`src/prfd_pkg.sv`:
```
// prfd_pkg: register map, reset values and carriers of the reference scaling and
// feedback divider block. assumes a 32-bit apb master; indices are word numbers.
package prfd_pkg;

  // register indices; byte address is four times the index
  localparam logic [9:0] IDX_LOOP_CTRL = 10'h101;
  localparam logic [9:0] IDX_CP_SET    = 10'h102;
  localparam logic [9:0] IDX_PREDIV    = 10'h105;
  localparam logic [9:0] IDX_AUX_LO    = 10'h10e;
  localparam logic [9:0] IDX_AUX_HI    = 10'h10f;
  localparam logic [9:0] IDX_N_INT     = 10'h130;
  localparam logic [9:0] IDX_N_FRAC    = 10'h131;
  localparam logic [9:0] IDX_N_MOD     = 10'h132;
  localparam logic [9:0] IDX_STATUS    = 10'h140;

  // field positions in loop_mode_and_doubler_ctrl
  localparam int BIT_SDM_PD  = 0;
  localparam int BIT_MODE_LO = 1;
  localparam int BIT_DOUBLER = 3;

  // values after reset
  localparam logic [3:0]  RST_LOOP_CTRL = 4'h0;
  localparam logic [7:0]  RST_CP_SET    = 8'h8d;
  localparam logic [5:0]  RST_PREDIV    = 6'h01;
  localparam logic [11:0] RST_AUX       = 12'h004;
  localparam logic [7:0]  RST_N_INT     = 8'h32;
  localparam logic [23:0] RST_N_FRAC    = 24'h000000;
  localparam logic [23:0] RST_N_MOD     = 24'h000001;

  // low-rate mode forces 1024 uA, in 4 uA steps
  localparam logic [8:0]  CP_LOWRATE_CODE = 9'h100;

  typedef enum logic [1:0] {
    PRFD_LOOP_FRAC,
    PRFD_LOOP_LOWRATE,
    PRFD_LOOP_ZDELAY,
    PRFD_LOOP_RSVD
  } prfd_loop_e;

  typedef struct packed {
    logic        psel;
    logic        penable;
    logic        pwrite;
    logic [11:0] paddr;
    logic [31:0] pwdata;
  } prfd_apb_req_s;

endpackage

```
`src/prfd_divider.sv`:
```
// prfd_divider: reference doubler/predivider, loop mode decode, integer feedback
// divider with third-order sigma-delta dither, auxiliary cascade divider, apb registers.
// assumes ref_level, osc_tick and zd_fb_tick are synchronous to ref_clk; osc_tick is
// a one-cycle pulse per oscillator cycle, already scaled to the ref_clk domain.
//
// Behaviour
// - doubler set gives pfd pulses at twice reference rate, predivider bypassed
// - doubler clear divides reference by six-bit predivider ratio
// - mode 00 fractional, 01 low-rate cascade, 10 zero delay, 11 reserved
// - only modes 00 and 11 divide by integer plus fraction over modulus via dither
// - modulator power-down forces integer division and numerator treated zero
// - zero numerator with modulator on divides integer, modulator keeps running
// - mode 01 cascades integer divider with auxiliary divider
// - mode 01 forces 1024 uA charge pump and low-rate filter arrangement
// - auxiliary ratio is twelve bits, low byte then low nibble of next
// - auxiliary divider divides by its value for settings 4 to 4095
// - mode 10 feeds detector from zero-delay channel divider
// - fractional section is a third-order sigma-delta modulator
//
// The APB register port was left to the implementer.
`timescale 1ns/1ps
module prfd_divider #(
  parameter int FRAC_W = 24,
  parameter int AUX_W  = 12
) (
  input  wire logic                  ref_clk,
  input  wire logic                  rst_b,
  input  wire prfd_pkg::prfd_apb_req_s apb_req,
  output logic                       pready,
  output logic [31:0]                prdata,
  output logic                       pslverr,
  input  wire logic                  ref_level,
  input  wire logic                  osc_tick,
  input  wire logic                  zd_fb_tick,
  output logic                       pfd_ref_pulse,
  output logic                       pfd_fb_pulse,
  output logic [8:0]                 cp_code,
  output logic                       lowrate_filter,
  output logic                       sdm_pwrdn
);

  initial begin
    if (FRAC_W != 24 || AUX_W != 12) begin
      $error("prfd_divider: register layout fixes FRAC_W=24 and AUX_W=12");
    end
  end

  // registers
  logic [3:0]        loop_ctrl_q, loop_ctrl_d;
  logic [7:0]        cp_set_q, cp_set_d;
  logic [5:0]        prediv_q, prediv_d;
  logic [AUX_W-1:0]  aux_q, aux_d;
  logic [7:0]        n_int_q, n_int_d;
  logic [FRAC_W-1:0] n_frac_q, n_frac_d;
  logic [FRAC_W-1:0] n_mod_q, n_mod_d;
  logic              pready_q, pready_d;
  logic              pslverr_q, pslverr_d;
  logic [31:0]       prdata_q, prdata_d;

  logic [9:0]        idx;
  logic              wr_fire;
  logic              hit;
  prfd_pkg::prfd_loop_e mode;
  logic [31:0]       status_word;

  assign idx     = apb_req.paddr[11:2];
  assign wr_fire = apb_req.psel & apb_req.penable & pready_q & apb_req.pwrite;
  assign mode    = prfd_pkg::prfd_loop_e'(loop_ctrl_q[prfd_pkg::BIT_MODE_LO +: 2]);

  always_comb begin
    unique case (idx)
      prfd_pkg::IDX_LOOP_CTRL, prfd_pkg::IDX_CP_SET, prfd_pkg::IDX_PREDIV,
      prfd_pkg::IDX_AUX_LO, prfd_pkg::IDX_AUX_HI, prfd_pkg::IDX_N_INT,
      prfd_pkg::IDX_N_FRAC, prfd_pkg::IDX_N_MOD, prfd_pkg::IDX_STATUS: hit = 1'b1;
      default: hit = 1'b0;
    endcase
  end

  // apb slave: one wait state so read data leaves a flip-flop
  always_comb begin
    loop_ctrl_d = loop_ctrl_q;
    cp_set_d    = cp_set_q;
    prediv_d    = prediv_q;
    aux_d       = aux_q;
    n_int_d     = n_int_q;
    n_frac_d    = n_frac_q;
    n_mod_d     = n_mod_q;
    pready_d    = 1'b0;
    pslverr_d   = 1'b0;
    prdata_d    = prdata_q;
    if (apb_req.psel && apb_req.penable && !pready_q) begin
      pready_d  = 1'b1;
      pslverr_d = ~hit;
      prdata_d  = 32'h0;
      if (!apb_req.pwrite) begin
        unique case (idx)
          prfd_pkg::IDX_LOOP_CTRL: prdata_d = {28'h0, loop_ctrl_q};
          prfd_pkg::IDX_CP_SET:    prdata_d = {24'h0, cp_set_q};
          prfd_pkg::IDX_PREDIV:    prdata_d = {26'h0, prediv_q};
          prfd_pkg::IDX_AUX_LO:    prdata_d = {24'h0, aux_q[7:0]};
          prfd_pkg::IDX_AUX_HI:    prdata_d = {28'h0, aux_q[11:8]};
          prfd_pkg::IDX_N_INT:     prdata_d = {24'h0, n_int_q};
          prfd_pkg::IDX_N_FRAC:    prdata_d = {8'h0, n_frac_q};
          prfd_pkg::IDX_N_MOD:     prdata_d = {8'h0, n_mod_q};
          prfd_pkg::IDX_STATUS:    prdata_d = status_word;
          default:                 prdata_d = 32'h0;
        endcase
      end
    end
    if (wr_fire) begin
      unique case (idx)
        prfd_pkg::IDX_LOOP_CTRL: loop_ctrl_d = apb_req.pwdata[3:0];
        prfd_pkg::IDX_CP_SET:    cp_set_d    = apb_req.pwdata[7:0];
        prfd_pkg::IDX_PREDIV:    prediv_d    = apb_req.pwdata[5:0];
        prfd_pkg::IDX_AUX_LO:    aux_d[7:0]  = apb_req.pwdata[7:0];
        prfd_pkg::IDX_AUX_HI:    aux_d[11:8] = apb_req.pwdata[3:0];
        prfd_pkg::IDX_N_INT:     n_int_d     = apb_req.pwdata[7:0];
        prfd_pkg::IDX_N_FRAC:    n_frac_d    = apb_req.pwdata[23:0];
        prfd_pkg::IDX_N_MOD:     n_mod_d     = apb_req.pwdata[23:0];
        default: ;
      endcase
    end
  end

  always_ff @(posedge ref_clk) begin
    if (!rst_b) begin
      loop_ctrl_q <= prfd_pkg::RST_LOOP_CTRL;
      cp_set_q    <= prfd_pkg::RST_CP_SET;
      prediv_q    <= prfd_pkg::RST_PREDIV;
      aux_q       <= prfd_pkg::RST_AUX;
      n_int_q     <= prfd_pkg::RST_N_INT;
      n_frac_q    <= prfd_pkg::RST_N_FRAC;
      n_mod_q     <= prfd_pkg::RST_N_MOD;
      pready_q    <= 1'b0;
      pslverr_q   <= 1'b0;
      prdata_q    <= 32'h0;
    end else begin
      loop_ctrl_q <= loop_ctrl_d;
      cp_set_q    <= cp_set_d;
      prediv_q    <= prediv_d;
      aux_q       <= aux_d;
      n_int_q     <= n_int_d;
      n_frac_q    <= n_frac_d;
      n_mod_q     <= n_mod_d;
      pready_q    <= pready_d;
      pslverr_q   <= pslverr_d;
      prdata_q    <= prdata_d;
    end
  end

  assign pready  = pready_q;
  assign pslverr = pslverr_q;
  assign prdata  = prdata_q;

  // reference path
  logic       ref_prev_q, ref_prev_d;
  logic [5:0] pre_cnt_q, pre_cnt_d;
  logic       pfd_ref_q, pfd_ref_d;
  logic       ref_rise, ref_fall;
  logic [5:0] pre_last;

  assign ref_rise = ref_level & ~ref_prev_q;
  assign ref_fall = ~ref_level & ref_prev_q;
  // a zero ratio would stall the loop, so it divides by one
  assign pre_last = (prediv_q == 6'h0) ? 6'h0 : prediv_q - 6'h1;

  always_comb begin
    ref_prev_d = ref_level;
    pre_cnt_d  = pre_cnt_q;
    pfd_ref_d  = 1'b0;
    if (loop_ctrl_q[prfd_pkg::BIT_DOUBLER]) begin
      // both edges make pfd events; spurs follow if the duty is far from half
      pfd_ref_d = ref_rise | ref_fall;
      pre_cnt_d = 6'h0;
    end else if (ref_rise) begin
      if (pre_cnt_q >= pre_last) begin
        pre_cnt_d = 6'h0;
        pfd_ref_d = 1'b1;
      end else begin
        pre_cnt_d = pre_cnt_q + 6'h1;
      end
    end
  end

  always_ff @(posedge ref_clk) begin
    if (!rst_b) begin
      ref_prev_q <= 1'b0;
      pre_cnt_q  <= 6'h0;
      pfd_ref_q  <= 1'b0;
    end else begin
      ref_prev_q <= ref_prev_d;
      pre_cnt_q  <= pre_cnt_d;
      pfd_ref_q  <= pfd_ref_d;
    end
  end

  assign pfd_ref_pulse = pfd_ref_q;

  // sigma-delta modulator: mash 1-1-1, stepped once per integer divider cycle
  logic [FRAC_W-1:0] acc1_q, acc1_d, acc2_q, acc2_d, acc3_q, acc3_d;
  logic              c2_p_q, c2_p_d, c3_p_q, c3_p_d, c3_pp_q, c3_pp_d;
  logic signed [3:0] dither_q, dither_d;
  logic              sdm_on;
  logic              frac_mode;
  logic              n_done;

  // the reserved code runs the fractional path so the loop stays defined
  assign frac_mode = (mode == prfd_pkg::PRFD_LOOP_FRAC) ||
                     (mode == prfd_pkg::PRFD_LOOP_RSVD);
  // powered down, the numerator counts as zero; a zero numerator keeps it running
  assign sdm_on    = frac_mode & ~loop_ctrl_q[prfd_pkg::BIT_SDM_PD];

  function automatic logic [FRAC_W:0] mod_add(input logic [FRAC_W-1:0] a,
                                             input logic [FRAC_W-1:0] b,
                                             input logic [FRAC_W-1:0] m);
    logic [FRAC_W:0] s;
    s = {1'b0, a} + {1'b0, b};
    if (s >= {1'b0, m}) begin
      mod_add = {1'b1, FRAC_W'(s - {1'b0, m})};
    end else begin
      mod_add = {1'b0, s[FRAC_W-1:0]};
    end
  endfunction

  always_comb begin
    logic [FRAC_W:0] s1, s2, s3;
    s1       = mod_add(acc1_q, n_frac_q, n_mod_q);
    s2       = mod_add(acc2_q, s1[FRAC_W-1:0], n_mod_q);
    s3       = mod_add(acc3_q, s2[FRAC_W-1:0], n_mod_q);
    acc1_d   = acc1_q;
    acc2_d   = acc2_q;
    acc3_d   = acc3_q;
    c2_p_d   = c2_p_q;
    c3_p_d   = c3_p_q;
    c3_pp_d  = c3_pp_q;
    dither_d = dither_q;
    if (!sdm_on) begin
      acc1_d   = '0;
      acc2_d   = '0;
      acc3_d   = '0;
      c2_p_d   = 1'b0;
      c3_p_d   = 1'b0;
      c3_pp_d  = 1'b0;
      dither_d = 4'sh0;
    end else if (n_done) begin
      acc1_d   = s1[FRAC_W-1:0];
      acc2_d   = s2[FRAC_W-1:0];
      acc3_d   = s3[FRAC_W-1:0];
      c2_p_d   = s2[FRAC_W];
      c3_p_d   = s3[FRAC_W];
      c3_pp_d  = c3_p_q;
      // offset in -3..+4 averages to fraction over modulus
      dither_d = $signed({3'b000, s1[FRAC_W]}) + $signed({3'b000, s2[FRAC_W]})
               - $signed({3'b000, c2_p_q}) + $signed({3'b000, s3[FRAC_W]})
               - $signed({2'b00, c3_p_q, 1'b0}) + $signed({3'b000, c3_pp_q});
    end
  end

  always_ff @(posedge ref_clk) begin
    if (!rst_b) begin
      acc1_q   <= '0;
      acc2_q   <= '0;
      acc3_q   <= '0;
      c2_p_q   <= 1'b0;
      c3_p_q   <= 1'b0;
      c3_pp_q  <= 1'b0;
      dither_q <= 4'sh0;
    end else begin
      acc1_q   <= acc1_d;
      acc2_q   <= acc2_d;
      acc3_q   <= acc3_d;
      c2_p_q   <= c2_p_d;
      c3_p_q   <= c3_p_d;
      c3_pp_q  <= c3_pp_d;
      dither_q <= dither_d;
    end
  end

  // feedback dividers
  logic [8:0]       n_cnt_q, n_cnt_d;
  logic [AUX_W-1:0] aux_cnt_q, aux_cnt_d;
  logic             fb_q, fb_d;
  logic [8:0]       n_ratio;

  // the dither already carries the full second difference of the last carry,
  // so adding a delayed carry here again would bias the average ratio
  assign n_ratio = 9'({1'b0, n_int_q} + {{5{dither_q[3]}}, dither_q});
  assign n_done  = osc_tick && (n_cnt_q + 9'h1 >= n_ratio);

  always_comb begin
    n_cnt_d   = n_cnt_q;
    aux_cnt_d = aux_cnt_q;
    fb_d      = 1'b0;
    if (osc_tick) begin
      n_cnt_d = n_done ? 9'h0 : n_cnt_q + 9'h1;
    end
    unique case (mode)
      prfd_pkg::PRFD_LOOP_LOWRATE: begin
        if (n_done) begin
          if (aux_cnt_q + 12'h1 >= aux_q) begin
            aux_cnt_d = '0;
            fb_d      = 1'b1;
          end else begin
            aux_cnt_d = aux_cnt_q + 12'h1;
          end
        end
      end
      prfd_pkg::PRFD_LOOP_ZDELAY: begin
        fb_d      = zd_fb_tick;
        aux_cnt_d = '0;
      end
      default: begin
        fb_d      = n_done;
        aux_cnt_d = '0;
      end
    endcase
  end

  always_ff @(posedge ref_clk) begin
    if (!rst_b) begin
      n_cnt_q   <= 9'h0;
      aux_cnt_q <= '0;
      fb_q      <= 1'b0;
    end else begin
      n_cnt_q   <= n_cnt_d;
      aux_cnt_q <= aux_cnt_d;
      fb_q      <= fb_d;
    end
  end

  assign pfd_fb_pulse = fb_q;

  // loop-mode overrides toward the analogue side
  logic [8:0] cp_q, cp_d;
  logic       lowrate_q, lowrate_d;
  logic       pd_q, pd_d;

  always_comb begin
    lowrate_d = (mode == prfd_pkg::PRFD_LOOP_LOWRATE);
    cp_d      = lowrate_d ? prfd_pkg::CP_LOWRATE_CODE : {1'b0, cp_set_q};
    pd_d      = ~sdm_on;
  end

  always_ff @(posedge ref_clk) begin
    if (!rst_b) begin
      cp_q      <= {1'b0, prfd_pkg::RST_CP_SET};
      lowrate_q <= 1'b0;
      pd_q      <= 1'b0;
    end else begin
      cp_q      <= cp_d;
      lowrate_q <= lowrate_d;
      pd_q      <= pd_d;
    end
  end

  assign cp_code        = cp_q;
  assign lowrate_filter = lowrate_q;
  assign sdm_pwrdn      = pd_q;

  assign status_word = {16'h0, 3'h0, lowrate_q, sdm_on, 1'b0, loop_ctrl_q[2:1], n_int_q};

endmodule

```
`config.mk`:
```
export PLATFORM = sky130hd
export DESIGN_NAME = prfd_divider
export DESIGN_NICKNAME = d
export VERILOG_FILES = /design/src/prfd_pkg.sv /design/src/prfd_divider.sv
export SDC_FILE = /design/constraint.sdc
export NUM_CORES = 1
export LEC_CHECK = 0
export BUFFER_PORTS_ARGS = -buffer_cell sky130_fd_sc_hd__buf_2
export CAP_MARGIN = 20
export CORE_MARGIN = 1.5
export CORE_UTILIZATION = 50
export DETAILED_ROUTE_END_ITERATION = 7
export PLACE_DENSITY = 0.78
export RECOVER_POWER = 100
export SYNTH_ARGS = -nofsm -noshare
export SYNTH_HDL_FRONTEND = slang
export SYNTH_SLANG_ARGS = --single-unit
```
`constraint.sdc`:
```
create_clock -name ref_clk -period 16.7 [get_ports ref_clk]
set_input_delay 3.34 -clock ref_clk [delete_from_list [all_inputs] [get_ports ref_clk]]
set_output_delay 3.34 -clock ref_clk [all_outputs]
set_load 0.03 [all_outputs]
```
==> impl_metrics.env <==
export IMPL_top_layer="met4"
export IMPL_synth_largest_area_cell="dfxtp_1"
export IMPL_synth_ff_type="dfxtp_1"
export IMPL_syn_inst=2307
export IMPL_synthArstFlopShare_pct=0
export IMPL_fin_ws_ns=1.30
export IMPL_cts_tree="built"
export IMPL_syn_avg_cell_area_um2=7.77
export IMPL_die_y_um=192
export IMPL_cpMaxStageDelayCell="nor4_1"
export IMPL_cts_htree_levels=1
export IMPL_ios=99
export IMPL_ctsRootBufferMaster="clkbuf_16"
export IMPL_final_hold_viol_count=0
export IMPL_crit_buf_inv=4
export IMPL_holdWs_ns=0.463
export IMPL_syn_cell_area_um2=17900
export IMPL_finalSetupViolCount=0
export IMPL_io_buffers=80
export IMPL_p_per_area_nw_per_um2=64.7
export IMPL_cts_made_buffers=27
export IMPL_critPathTopFamily="compound AO/OA/AOI/OAI gates"
export IMPL_post_route_cell_area_um2=19400
export IMPL_layout_commonest_cell="a21oi_1"
export IMPL_period_minus_slack_ns=15.40
export IMPL_drive_above_1_share_pct=5.11
export IMPL_peakVddDrop_uv=88.3
export IMPL_synth_mux_area_share_pct=4.25
export IMPL_relSlewSlack_pct=-174
export IMPL_synthAdderAreaFrac_pct=14.4
export IMPL_placed_area_um2=18600
export IMPL_met2_length_um=22800
export IMPL_yosys_top_cells_area="dfxtp_1 (26%), ha_1 (13%), a21oi_1 (7.5%)"
export IMPL_fin_crit_sh_pct=92.2
export IMPL_finalMaxSlewViolations=222
export IMPL_yosysTopAreaCellShare_pct=25.8
export IMPL_rr_endpoint="dither_q[2]"
export IMPL_antenna_found_initial=0
export IMPL_clock_fmax_mhz=64.9
export IMPL_cts_hold_buf=0
export IMPL_gr_usage_all_layers_pct=26.4
export IMPL_critical_path_max_stage_delay_ns=0.62
export IMPL_wl_met1_um=22800
export IMPL_setup_tns_ns=0
export IMPL_yosysUniqueCellTypes=83
export IMPL_area_delta_synth_final_pct=8.14
export IMPL_clock_path_buffers=3
export IMPL_r2r_slack_ns=1.30
export IMPL_hpwl_um=37200
export IMPL_utilization_pct=54.7
export IMPL_cp_data_arrival_time_ns=15.88
export IMPL_first_pass_iters=6
export IMPL_r2r_start="n_frac_q[4]"
export IMPL_cts_setup_buffers=0
export IMPL_synth_top_family_by_area="compound AO/OA/AOI/OAI gates"
export IMPL_worstMarginPinSlew_ns=4.11
export IMPL_gp_congestion=0.973
export IMPL_critPathCapture="dither_q[2]"
export IMPL_grt_first_pass_wirelength_um=79400
export IMPL_cts_clk_slew_worst_paths_ns=0.06
export IMPL_cpMostUsedCell="ha_1"
export IMPL_ys_ff_latch=231
export IMPL_layout_common_cells="a21oi_1 (273), nor2_1 (263), nand2_1 (249), dfxtp_1 (231), ha_1 (192)"
export IMPL_synth_simple_area_share_pct=18.6
export IMPL_reg2reg_depth=58
export IMPL_num_rows=69
export IMPL_synth_edf_count=0
export IMPL_critical_path_startpoint="n_frac_q[4]"
export IMPL_via_count=16924
export IMPL_outcome="finished, violations left"
export IMPL_cts_resized=0
export IMPL_initial_core_util_pct=50.6
export IMPL_hold_class="flip-flop to flip-flop"
export IMPL_synth_compound_area_share_pct=24.7
export IMPL_violations="capacitance limit, slew limit"
export IMPL_wl_met3_um=3130
export IMPL_rsz0062_at_grt="false"
export IMPL_die_width_um=192
export IMPL_critPathMaxFanout=33
export IMPL_start_kind="flip-flop"
export IMPL_finClkSkew_ns=0.0152
export IMPL_crit_path_end_kind="flip-flop"
export IMPL_clock_latency_ns=0.56
export IMPL_preCtsSetupSlack_ns=2.06
export IMPL_final_antenna_net_count=0
export IMPL_worst_path_stages=58
export IMPL_antenna_cells=0
export IMPL_wl_um=50200
export IMPL_core_area_um2=35400
export IMPL_grt_max_degree=96
export IMPL_yosysSeqAreaShare_pct=25.8
export IMPL_post_drt_wl_per_cell_um=17.8
export IMPL_grt_pass1_vias=15846
export IMPL_die_area_um2=37000
export IMPL_cts_sinks=231
export IMPL_dr_first_iter_drc_count=1439
export IMPL_fin_nets=2583
export IMPL_viasPerCell=6.02
export IMPL_synth_xor_area_share_pct=7.48
export IMPL_cellLeakagePower_uw=0.00862
export IMPL_cp_data_required_time_ns=17.18
export IMPL_drv_cap=3
export IMPL_crit_type="flip-flop to flip-flop"
export IMPL_overflow=0
export IMPL_drc=0
export IMPL_synth_warnings=0
==> cell type report <==
cell class                 count  area [um2]
inverter                      97         364
sequential                   231        4620
tap                          461         577
timing repair buffer          94         425
clock buffer                  40         785
multi-input combinational   1879       12500
fill                        3232       16000
clock inverter                 9         135
==> worst register-to-register path, delay by kind of cell (launching register included) <==
| kind | cells | cell delay, ns |
|---|---|---|
| simple gates | 10 | 2.17 |
| compound gates | 29 | 7.11 |
| buf+inv | 4 | 1.10 |
| xor+xnor | 4 | 0.69 |
| mux | 2 | 0.72 |
| fa+ha+maj | 9 | 3.17 |
| flops | 1 | 0.36 |
==> state kept, by name, indices dropped and copies added, names as in the netlist, 4 cells and up <==
| register | flops |
|---|---|
| n_mod_q | 24 |
| n_frac_q | 24 |
| cp_set_q | 8 |
| loop_ctrl_q | 4 |
| aux_cnt_q | 12 |
| prdata | 24 |
| n_cnt_q | 9 |
| dither_q | 4 |
| pre_cnt_q | 6 |
| acc3_q | 24 |
| acc2_q | 24 |
| acc1_q | 24 |
| prediv_q | 6 |
| cp_code | 9 |
| n_int_q | 8 |
| aux_q | 12 |
==> cells in the mapped netlist, types with 12 or more instances <==
cell type / number
a21oi_1: 269
nor2_1: 263
nand2_1: 249
dfxtp_1: 231
ha_1: 192
o21ai_0: 109
xnor2_1: 98
inv_1: 93
clkbuf_1: 80
a21o_1: 65
xor2_1: 55
nand3_1: 48
mux2i_1: 40
nor3_1: 34
o21a_1: 32
nand2b_1: 28
a22oi_1: 26
nand4_1: 23
o211ai_1: 23
mux2_1: 22
a211oi_1: 21
nor2b_1: 21
a31oi_1: 20
o21bai_1: 20
o21ai_1: 19
and3_1: 14
buf_4: 13
a211o_1: 12
==> cells by family after synthesis <==
family                     after synthesis
xor gates and xnor gates               153
buffers and inverters                  204
muxes                                   72
DFF                                    231
other                                    1
AOI/OAI and AO/OA                      701
and+or+nand+nor                        744
adders and majority gates              201
==> worst min-delay path by stage <==
stage                     cells after the start  slack [ns]     endpoint         from
after CTS                                     2        0.46   acc2_q[20]   acc2_q[20]
final                                         2        0.46   acc2_q[20]   acc2_q[20]
after global routing                          2        0.49   acc2_q[20]   acc2_q[20]
after global placement                        2        0.45   acc2_q[20]   acc2_q[20]
after floorplan                               2        0.44  dither_q[2]  dither_q[2]
after detailed placement                      2        0.45   acc2_q[20]   acc2_q[20]
==> report_power, final <==
part | switching (uW) | internal (uW)
clock network | 245 | 371
logic | 54.3 | 28.4
registers | 1.48 | 552
total | 301 | 952
==> per-layer routing <==
metal / vias up / global-route usage (%)
li1: 8280 / -
met1: 7935 / 35.3
met2: 621 / 44.5
met3: 88 / 2.51
met4: 0 / 8.62
met5: - / 0
==> per-stage QoR <==
step / total power, uW / cells
2_1_floorplan: 627 / 2314
3_3_place_gp: 645 / 2760
3_5_place_dp: 647 / 2760
4_1_cts: 1260 / 2809
5_1_grt: 1290 / 2811
6_report: 1250 / 2811
Power figures use the tool's default switching activity.
